<file path="src/hdl/hwpc_map.svh">
`ifndef HWPC_MAP_SVH
`define HWPC_MAP_SVH
`define HWPC_CFG_MGMT_EN_BIT     1
`define HWPC_CFG_INT_EN_BIT      2
`define HWPC_CFG_NMI_MODE_BIT    5
`define HWPC_MMASK_CHAIN_BIT     6
`define HWPC_MMASK2_RESET_BIT    7
`define HWPC_NMASK2_CLR_BIT      7
`define HWPC_PULSE_MS            20
`define HWPC_CLK_KHZ             125000
`define HWPC_PULSE_CYCLES        (`HWPC_PULSE_MS * `HWPC_CLK_KHZ)
`define HWPC_CNT_W               22
`define HWPC_VID_REG_ADDR        3'h7
`define HWPC_CFG_RESET           8'h00
`define HWPC_SYNC_W              15
`endif

</file>
<file path="src/hdl/hwpc_pkg.sv">
package hwpc_pkg;
  typedef struct packed
  {
    logic [7:0] cfg;
    logic [7:0] mgmt_mask;
    logic [7:0] mgmt_mask2;
    logic [7:0] nmi_mask2;
  } hwpc_ctrl_t;
  typedef struct packed
  {
    logic o;
    logic oe;
  } hwpc_pin_t;
  typedef enum logic [1:0]
  {
    HWPC_IDLE  = 2'b00,
    HWPC_PULSE = 2'b01,
    HWPC_WAIT  = 2'b10
  } hwpc_pulse_state_t;
endpackage

</file>
<file path="src/hdl/hwpc_pulse.sv">
`timescale 1ns/1ps
`default_nettype none
`include "hwpc_map.svh"
module hwpc_pulse
#(
  parameter int unsigned PULSE_CYCLES = `HWPC_PULSE_CYCLES
)
(
  input  wire logic clk_sys,
  input  wire logic rst_n,
  input  wire logic fire,
  output logic      active
);
  hwpc_pkg::hwpc_pulse_state_t     state;
  hwpc_pkg::hwpc_pulse_state_t     next_state;
  logic [`HWPC_CNT_W-1:0]          cnt;
  logic [`HWPC_CNT_W-1:0]          next_cnt;
  logic                            next_active;

  always_comb
  begin
    next_state  = state;
    next_cnt    = cnt;
    next_active = 1'b0;
    case (state)
      hwpc_pkg::HWPC_IDLE:
      begin
        if (fire)
        begin
          next_state  = hwpc_pkg::HWPC_PULSE;
          next_cnt    = PULSE_CYCLES[`HWPC_CNT_W-1:0] - 22'h00_0001;
          next_active = 1'b1;
        end
      end
      hwpc_pkg::HWPC_PULSE:
      begin
        next_active = 1'b1;
        if (cnt == '0)
        begin
          next_state  = hwpc_pkg::HWPC_WAIT;
          next_active = 1'b0;
        end
        else
          next_cnt = cnt - 22'h00_0001;
      end
      hwpc_pkg::HWPC_WAIT:
      begin
        // Rearm only after the trigger drops
        if (!fire)
          next_state = hwpc_pkg::HWPC_IDLE;
      end
      default:
        next_state = hwpc_pkg::HWPC_IDLE;
    endcase
  end

  always_ff @(posedge clk_sys or negedge rst_n)
  begin
    if (!rst_n)
    begin
      state  <= hwpc_pkg::HWPC_IDLE;
      cnt    <= '0;
      active <= 1'b0;
    end
    else
    begin
      state  <= next_state;
      cnt    <= next_cnt;
      active <= next_active;
    end
  end
endmodule
`default_nettype wire

</file>
<file path="src/hdl/hwpc_top.sv">
`timescale 1ns/1ps
`default_nettype none
`include "hwpc_map.svh"
module hwpc_top
#(
  parameter int unsigned PULSE_CYCLES = `HWPC_PULSE_CYCLES
)
(
  input  wire logic               clk_sys,
  input  wire logic               rst_n,
  input  wire hwpc_pkg::hwpc_ctrl_t ctrl,
  input  wire logic               int_event,
  input  wire logic               mgmt_event,
  input  wire logic               reset_fire,
  input  wire logic               intrusion_clear,
  input  wire logic               chip_sel_n,
  input  wire logic [2:0]         low_addr_bits,
  input  wire logic               io_rd_n,
  input  wire logic               io_wr_n,
  input  wire logic [3:0]         voltage_id_inputs,
  input  wire logic               chained_mgmt_irq_in_n,
  input  wire logic               board_overtemp_in_n,
  input  wire logic               ser_clk_in,
  input  wire logic               ser_data_in,
  input  wire logic               ser_data_drive_low,
  input  wire logic               intrusion_in,
  output logic                    bus_sel,
  output logic                    bus_rd,
  output logic                    bus_wr,
  output logic [2:0]              bus_addr,
  output logic [7:0]              vid_read_data,
  output logic                    vid_read_valid,
  output logic                    board_overtemp,
  output logic                    ser_clk,
  output logic                    ser_data,
  output logic                    ser_data_o,
  output logic                    ser_data_oe,
  output logic                    int_pin_o,
  output logic                    int_pin_oe,
  output logic                    sys_mgmt_irq_out_o,
  output logic                    sys_mgmt_irq_out_oe,
  output logic                    master_reset_o,
  output logic                    master_reset_oe,
  output logic                    intrusion_o,
  output logic                    intrusion_oe,
  output logic                    board_test_tree_out
);
  // ==========================================================
  // Pin input synchronisers
  // ==========================================================
  logic [`HWPC_SYNC_W-1:0] sync1;
  logic [`HWPC_SYNC_W-1:0] sync2;
  logic [`HWPC_SYNC_W-1:0] sync3;
  logic [`HWPC_SYNC_W-1:0] stable;
  logic [`HWPC_SYNC_W-1:0] next_stable;
  logic [`HWPC_SYNC_W-1:0] raw_in;

  assign raw_in = {chip_sel_n, low_addr_bits, io_rd_n, io_wr_n, voltage_id_inputs,
                   chained_mgmt_irq_in_n, board_overtemp_in_n, ser_clk_in, ser_data_in, intrusion_in};

  genvar gi;
  generate
    for (gi = 0; gi < `HWPC_SYNC_W; gi++)
    begin : g_sync
      always_comb
      begin
        next_stable[gi] = stable[gi];
        if (sync2[gi] == sync3[gi])
          next_stable[gi] = sync3[gi];
      end
    end
  endgenerate

  always_ff @(posedge clk_sys or negedge rst_n)
  begin
    if (!rst_n)
    begin
      // Idle levels: select, address and read strobe high, write strobe low; VID bit 0, chain, overtemp and clock inputs high, data input low
      sync1  <= 15'h7_C3C;
      sync2  <= 15'h7_C3C;
      sync3  <= 15'h7_C3C;
      stable <= 15'h7_C3C;
    end
    else
    begin
      sync1  <= raw_in;
      sync2  <= sync1;
      sync3  <= sync2;
      stable <= next_stable;
    end
  end

  logic       s_cs_n;
  logic [2:0] s_addr;
  logic       s_rd_n;
  logic       s_wr_n;
  logic [3:0] s_vid;
  logic       s_chain_n;
  logic       s_bti_n;
  logic       s_scl;
  logic       s_sda;
  logic       s_intr;

  assign {s_cs_n, s_addr, s_rd_n, s_wr_n, s_vid, s_chain_n, s_bti_n, s_scl, s_sda, s_intr} = stable;

  // ==========================================================
  // Pulse timers for master reset and intrusion clear
  // ==========================================================
  logic reset_active;
  logic intr_active;
  logic reset_trig;
  logic intr_trig;

  assign reset_trig = reset_fire & ctrl.mgmt_mask2[`HWPC_MMASK2_RESET_BIT];
  assign intr_trig  = intrusion_clear & ctrl.nmi_mask2[`HWPC_NMASK2_CLR_BIT];

  hwpc_pulse #(.PULSE_CYCLES(PULSE_CYCLES)) u_reset_pulse
  (
    .clk_sys (clk_sys),
    .rst_n   (rst_n),
    .fire    (reset_trig),
    .active  (reset_active)
  );

  hwpc_pulse #(.PULSE_CYCLES(PULSE_CYCLES)) u_intr_pulse
  (
    .clk_sys (clk_sys),
    .rst_n   (rst_n),
    .fire    (intr_trig),
    .active  (intr_active)
  );

  // ==========================================================
  // Host bus decode
  // ==========================================================
  logic       next_bus_sel;
  logic       next_bus_rd;
  logic       next_bus_wr;
  logic [2:0] next_bus_addr;

  always_comb
  begin
    next_bus_sel  = ~s_cs_n;
    next_bus_rd   = ~s_cs_n & ~s_rd_n;
    next_bus_wr   = ~s_cs_n & ~s_wr_n;
    next_bus_addr = s_addr;
  end

  always_ff @(posedge clk_sys or negedge rst_n)
  begin
    if (!rst_n)
    begin
      bus_sel  <= 1'b0;
      bus_rd   <= 1'b0;
      bus_wr   <= 1'b0;
      bus_addr <= 3'h0;
    end
    else
    begin
      bus_sel  <= next_bus_sel;
      bus_rd   <= next_bus_rd;
      bus_wr   <= next_bus_wr;
      bus_addr <= next_bus_addr;
    end
  end

  // ==========================================================
  // Voltage-ID readback
  // ==========================================================
  logic [7:0] next_vid_read_data;
  logic       next_vid_read_valid;
  logic       prev_rd_n;
  logic       next_prev_rd_n;
  logic       vid_read_hit;

  always_comb
  begin
    // Capture on the falling read strobe to the VID register
    vid_read_hit        = ~s_cs_n & ~s_rd_n & prev_rd_n & (s_addr == `HWPC_VID_REG_ADDR);
    next_prev_rd_n      = s_rd_n;
    next_vid_read_data  = vid_read_data;
    next_vid_read_valid = 1'b0;
    if (vid_read_hit)
    begin
      next_vid_read_data  = {4'h0, s_vid};
      next_vid_read_valid = 1'b1;
    end
  end

  always_ff @(posedge clk_sys or negedge rst_n)
  begin
    if (!rst_n)
    begin
      vid_read_data  <= 8'h00;
      vid_read_valid <= 1'b0;
      prev_rd_n      <= 1'b1;
    end
    else
    begin
      vid_read_data  <= next_vid_read_data;
      vid_read_valid <= next_vid_read_valid;
      prev_rd_n      <= next_prev_rd_n;
    end
  end

  // ==========================================================
  // Interrupt pins
  // ==========================================================
  logic int_en;
  logic nmi_mode;
  logic mgmt_en;
  logic mgmt_req;
  logic next_int_o;
  logic next_int_oe;
  logic next_mgmt_oe;

  always_comb
  begin
    int_en       = ctrl.cfg[`HWPC_CFG_INT_EN_BIT];
    nmi_mode     = ctrl.cfg[`HWPC_CFG_NMI_MODE_BIT];
    mgmt_en      = ctrl.cfg[`HWPC_CFG_MGMT_EN_BIT];
    mgmt_req     = mgmt_event | (~s_chain_n & ctrl.mgmt_mask[`HWPC_MMASK_CHAIN_BIT]);
    // NMI drives high (open source), IRQ pulls low (open drain)
    next_int_o   = nmi_mode;
    next_int_oe  = int_en & int_event;
    next_mgmt_oe = mgmt_en & mgmt_req;
  end

  always_ff @(posedge clk_sys or negedge rst_n)
  begin
    if (!rst_n)
    begin
      int_pin_o           <= 1'b0;
      int_pin_oe          <= 1'b0;
      sys_mgmt_irq_out_oe <= 1'b0;
    end
    else
    begin
      int_pin_o           <= next_int_o;
      int_pin_oe          <= next_int_oe;
      sys_mgmt_irq_out_oe <= next_mgmt_oe;
    end
  end

  // ==========================================================
  // Pulse, serial bus and test pins
  // ==========================================================
  logic next_rst_oe;
  logic next_intr_oe;
  logic next_board_overtemp;
  logic next_ser_clk;
  logic next_ser_data;
  logic next_sda_oe;
  logic next_tree;

  always_comb
  begin
    next_rst_oe         = reset_active;
    next_intr_oe        = intr_active;
    next_board_overtemp = ~s_bti_n;
    next_ser_clk        = s_scl;
    next_ser_data       = s_sda;
    next_sda_oe         = ser_data_drive_low;
    next_tree           = ~(&stable);
  end

  always_ff @(posedge clk_sys or negedge rst_n)
  begin
    if (!rst_n)
    begin
      master_reset_oe     <= 1'b0;
      intrusion_oe        <= 1'b0;
      board_overtemp      <= 1'b0;
      ser_clk             <= 1'b1;
      ser_data            <= 1'b1;
      ser_data_oe         <= 1'b0;
      board_test_tree_out <= 1'b0;
    end
    else
    begin
      master_reset_oe     <= next_rst_oe;
      intrusion_oe        <= next_intr_oe;
      board_overtemp      <= next_board_overtemp;
      ser_clk             <= next_ser_clk;
      ser_data            <= next_ser_data;
      ser_data_oe         <= next_sda_oe;
      board_test_tree_out <= next_tree;
    end
  end

  // ==========================================================
  // Open-drain data levels
  // ==========================================================
  logic next_od_low;

  always_comb
  begin
    // Open-drain pins only pull low; the enables carry the state
    next_od_low = 1'b0;
  end

  always_ff @(posedge clk_sys or negedge rst_n)
  begin
    if (!rst_n)
    begin
      ser_data_o         <= 1'b0;
      sys_mgmt_irq_out_o <= 1'b0;
      master_reset_o     <= 1'b0;
      intrusion_o        <= 1'b0;
    end
    else
    begin
      ser_data_o         <= next_od_low;
      sys_mgmt_irq_out_o <= next_od_low;
      master_reset_o     <= next_od_low;
      intrusion_o        <= next_od_low;
    end
  end
endmodule
`default_nettype wire

</file>
<file path="config.mk">
export PLATFORM = sky130hd
export DESIGN_NAME = hwpc_top
export DESIGN_NICKNAME = d
export VERILOG_FILES = /design/src/hdl/hwpc_pkg.sv /design/src/hdl/hwpc_pulse.sv /design/src/hdl/hwpc_top.sv
export VERILOG_INCLUDE_DIRS = /design/src /design/src/hdl
export SDC_FILE = /design/constraint.sdc
export NUM_CORES = 1
export LEC_CHECK = 0
export BUFFER_PORTS_ARGS = -buffer_cell sky130_fd_sc_hd__clkbuf_2
export CORE_ASPECT_RATIO = 1.2
export CORE_UTILIZATION = 51
export DETAILED_ROUTE_END_ITERATION = 16
export HOLD_SLACK_MARGIN = 0.08
export PLACE_DENSITY = 0.87
export SYNTH_ARGS = -nofsm -noshare
export SYNTH_HDL_FRONTEND = slang
export SYNTH_HIERARCHICAL = 1
export SYNTH_SLANG_ARGS = --single-unit
</file>
<file path="constraint.sdc">
create_clock -name clk_sys -period 1.9 [get_ports clk_sys]
set_clock_uncertainty 0.2 [all_clocks]
set_input_delay 0.19 -clock clk_sys [delete_from_list [all_inputs] [get_ports clk_sys]]
set_output_delay 0.19 -clock clk_sys [all_outputs]
set_load 0.1 [all_outputs]
</file>
Yosys cells after proc, flatten, opt, wreduce, memory -nomap -nowiden
Index checks and enable logic that the tools add are counted.
{ "classes": {"bitwise_logic": 16, "n_reduce_logical": 11, "eq_ne": 28, "addsub": 2, "mux": 21} }
{ "ops": {"columns": ["operator", "count"], "rows": [
  ["22-bit two-way mux", 4],
  ["22-bit case mux with 2 select lines", 2],
  ["22-bit zero test", 2],
  ["22-bit by 1-bit subtractor with 22-bit output, second input constant", 2],
  ["1-bit equality test", 15],
  ["15-bit AND reduction", 1],
  ["2-bit two-way mux", 6],
  ["2-bit case mux with 3 select lines", 2],
  ["3-bit AND reduction", 4],
  ["1-bit bitwise AND", 9],
  ["2-bit by 1-bit != test with 1-bit output, second input constant", 4],
  ["2-bit != test, second input constant", 4],
  ["1-bit NOT", 6],
  ["1-bit two-way mux", 5],
  ["2-bit by 1-bit equality test with 1-bit output, second input constant", 2],
  ["2-bit equality test, second input constant", 2],
  ["2-bit zero test", 2],
  ["1-bit case mux with 2 select lines", 2],
  ["2-bit nonzero test", 2],
  ["3-bit equality test, second input constant", 1],
  ["1-bit bitwise OR", 1]
]} }
{ "totals": {"input_bits": 54, "wordCells": 119, "ff_bits": 132} }

Longest topological paths before layout
{ "depth": {"word_depth": 5, "depth_mapped": 7, "mapped_depth_nobuf": 6} }

Cells and area by module
Netlist, hierarchy kept.
{ "by_module_without_submodules": {"columns": ["mod", "n_inst", "cells_per_inst", "seq_area_each_um2", "area_each_um2"], "rows": [
  ["hwpc_pulse", 2, 144, 625.6, 1412.6],
  ["hwpc_top", 1, 127, 2100.8, 2479.9]
]} }

Least setup slack after synthesis
Ideal clock, no wire load.
{ "synth_timing": {"path_kind": "register to register", "start": "register u_intr_pulse.cnt[0]", "end": "register u_intr_pulse.cnt[13]", "path_stages_with_launch": 7, "arrival_time_ps": 1668, "slack_ps": -109, "period_less_slack_ps": 2009, "cell_sequence": "dfrtp_1 inv_1 ha_1 or3b_2 nor3_1 or4_1 nand3_1"} }
{ "synth_between": {"elab_chain_len": 3} }
{ "synth_rtl": {"columns": ["element", "line_no", "source"], "rows": [
  ["start: declaration", "hwpc_pulse.sv:16", "logic [`HWPC_CNT_W-1:0] cnt;"],
  ["start signal: assignment", "hwpc_pulse.sv:68", "cnt <= next_cnt;"],
  ["22-bit by 1-bit subtractor with 22-bit output / 22-bit zero test (equally long branches)", "hwpc_pulse.sv:44, hwpc_pulse.sv:38", null],
  ["22-bit two-way mux / 2-bit != test (equally long branches)", null, null],
  ["22-bit case mux with 2 select lines / 3-bit AND reduction (equally long branches)", null, null]
]} }
Several ways; a longest one is shown, not always the timed one. The select of a mux whose other input is x is not followed.
A chain may end at the register's enable or synchronous reset.

Final worst setup path
{ "layout_timing": {"start": "register u_intr_pulse.cnt[15]", "end": "register u_intr_pulse.cnt[20]"} }
Same word-level chain as after synthesis.

==> impl_metrics.env <==
export IMPL_reg2regPathDepth=6
export IMPL_required_ps=2020
export IMPL_worstSetupEndpointType="register"
export IMPL_path_class="reg2reg"
export IMPL_cts_buffers=17
export IMPL_cts_max_level=4
export IMPL_synth_seq_area_share_pct=63.2
export IMPL_cp_max_fo=6
export IMPL_p_per_area_nw_per_um2=1200
export IMPL_final_cell_mix="buf_4, dfrtp_1, clkbuf_2"
export IMPL_failed_checks="setup timing"
export IMPL_final_common_cell="buf_4"
export IMPL_grt_ovfl_total=0
export IMPL_r2r_start="u_intr_pulse/cnt[15]"
export IMPL_vias=4754
export IMPL_io_pins=83
export IMPL_die_h_um=114
export IMPL_grt_max_degree=42
export IMPL_tightestPinTransition_ps=614
export IMPL_drcViolationCount=0
export IMPL_cts_tree="done"
export IMPL_port_buffers=48
export IMPL_clockBufferDepth=2
export IMPL_finalMaxSlewViolations=0
export IMPL_layout_drive_gt1_share_pct=59.9
export IMPL_drtIter0Drc=449
export IMPL_finalCriticalPeriod_ps=2240
export IMPL_synth_warnings=6
export IMPL_yosysTopAreaCell="dfrtp_1"
export IMPL_maxCapViolCount=0
export IMPL_dr_pass1_iters=5
export IMPL_insertion_delay_ps=430
export IMPL_grt_pass1_wl_um=25300
export IMPL_num_rows=40
export IMPL_area_delta_synth_final_pct=59.7
export IMPL_finalCritPeriodShare_pct=118
export IMPL_rsz0062_at_grt="true"
export IMPL_grt_pass1_vias=4856
export IMPL_timing_hold_worst_class="in2async"
export IMPL_peakVddDrop_v=0.000862
export IMPL_routedWlPerCell_um=22.9
export IMPL_status="finished, violations left"
export IMPL_fin_ws_ps=-337
export IMPL_synth_cells=415
export IMPL_ys_seq_elements=132
export IMPL_grt_antenna_before_repair=0
export IMPL_routed_via_density=6.20
export IMPL_syn_avg_cell_area_um2=12.8
export IMPL_maxSlewHeadroom_pct=58.9
export IMPL_cts_root_buf="clkbuf_16"
export IMPL_diodes=0
export IMPL_initial_core_util_pct=52.7
export IMPL_async_flop_share_pct=100
export IMPL_synth_top_area_share_pct=43.9
export IMPL_place_inst=664
export IMPL_drt_total_wl_um=17600
export IMPL_dieArea_um2=10800
export IMPL_reg2reg_setup_slack_ps=-340
export IMPL_critPathLaunchType="register"
export IMPL_finalHoldViolations=0
export IMPL_max_freq_mhz=447
export IMPL_ys_types=52
export IMPL_ant_nets=0
export IMPL_rr_endpoint="u_intr_pulse/cnt[20]"
export IMPL_gp_congestion=0.860
export IMPL_core_area_um2=10100
export IMPL_clkSlewWorstSetupHoldPaths_ps=60
export IMPL_cts_sinks=132
export IMPL_setup_violations=49
export IMPL_die_x_um=95.1
export IMPL_yosys_top_cells_area="dfrtp_1, dfstp_2, o31ai_1"
export IMPL_syn_cell_area_um2=5310
export IMPL_ys_flop_type="dfrtp_1"
export IMPL_nNetsFinal=686
export IMPL_synth_enable_flop_cells=0
export IMPL_arrival_ps=2360
export IMPL_dp_hpwl_um=7820
export IMPL_tns_ps=-6770
export IMPL_leakagePower_uw=0.00355
export IMPL_stdcell_count=767
export IMPL_grt_usage_pct=31.7
per-layer routing:
metal	global-route usage [%]	share of wire, %
met1	34.4	36
met2	55.7	52
met3	7.47	6.3
met4	17.8	5.5
met5	0	0
kinds of logic after synthesis:
family                     Yosys count  share of synthesized area, %
and+or+nand+nor                    142                          17.0
DFF                                132                          63.2
AOI/OAI and AO/OA                   75                          9.58
buffers and inverters               30                          2.97
adders and majority gates           19                          3.77
muxes                               16                          3.40
other                                1                        0.0707
final cells by class:
| cell class | instances | area, um^2 |
|---|---|---|
| clock buffer | 20 | 457 |
| clock inverter | 12 | 129 |
| fill | 415 | 1590 |
| inverter | 9 | 36.3 |
| multi-input combinational | 260 | 2610 |
| sequential | 132 | 3360 |
| tap | 126 | 158 |
| timing repair buffer | 208 | 1720 |
critical path, cell delays in order, from the launching register on:
cell and delay, ps:
dfrtp_1 400, nor4_2 350, buf_4 220, o211ai_1 120, buf_4 190, or4_1 440
a21oi_1 230
stage by stage:
step	hold slack (ps)	cell area [um^2]	power [uW]	setup slack, ps	util [%]
final	89.6	8470	10200	-337	84.2
after CTS	108	7930	9410	-110	78.8
after floorplan	-306	5420	4760	-30.0	-
after global placement	-7.04	6360	5510	-143	63.3
after global routing	136	8470	10500	-408	84.2
after detailed placement	1.26	6360	5640	-194	63.3
worst max-delay path by stage:
| stage | end | slack, ps | start |
|---|---|---|---|
| CTS | u_reset_pulse/cnt[14] | -110 | u_reset_pulse/cnt[1] |
| floorplan | u_intr_pulse/cnt[20] | -30 | u_intr_pulse/cnt[18] |
| detailed placement | u_intr_pulse/cnt[2] | -190 | u_intr_pulse/cnt[8] |
| finish | u_intr_pulse/cnt[20] | -340 | u_intr_pulse/cnt[15] |
| global placement | u_intr_pulse/cnt[4] | -140 | u_intr_pulse/cnt[1] |
| global route | u_intr_pulse/cnt[20] | -410 | u_intr_pulse/cnt[15] |
cells in the mapped netlist, types with 8 or more instances:
library cell,n
nand3_1,17
maj3_1,15
dfrtp_1,93
mux2i_1,12
a21oi_1,12
buf_4,8
or4_1,18
nor2_1,22
inv_1,9
dfstp_2,39
nor4_1,10
nand2_1,16
o31ai_1,22
or3_1,8
o21ai_0,12
registers in the layout, summed over array words and instances, names as in the netlist, 2 cells and up:
name,cells
u_intr_pulse/cnt,22
u_reset_pulse/cnt,22
stable,15
sync1,15
sync2,15
sync3,15
vid_read_data,4
bus_addr,3
u_intr_pulse/state,2
u_reset_pulse/state,2
report_power, final:
| group | internal [uW] | switching (uW) | total, uW | leakage [uW] |
|---|---|---|---|---|
| Clock | 2000 | 1270 | 3270 | 0.000283 |
| Combinational | 1460 | 1780 | 3240 | 0.00180 |
| Sequential | 3230 | 439 | 3670 | 0.00147 |
what timing repair did:
item | in CTS | in global routing
cloned | 0 | 0
pin swaps | 27 | 39
resized for setup | 110 | 92
buffers inserted | 30 | 16
setup endpoints to repair | 50 | 52
endpoints found under the hold margin | 121 | 0
hold buffers | 26 | 0
Note: power is estimated with default switching activity, not from simulation.
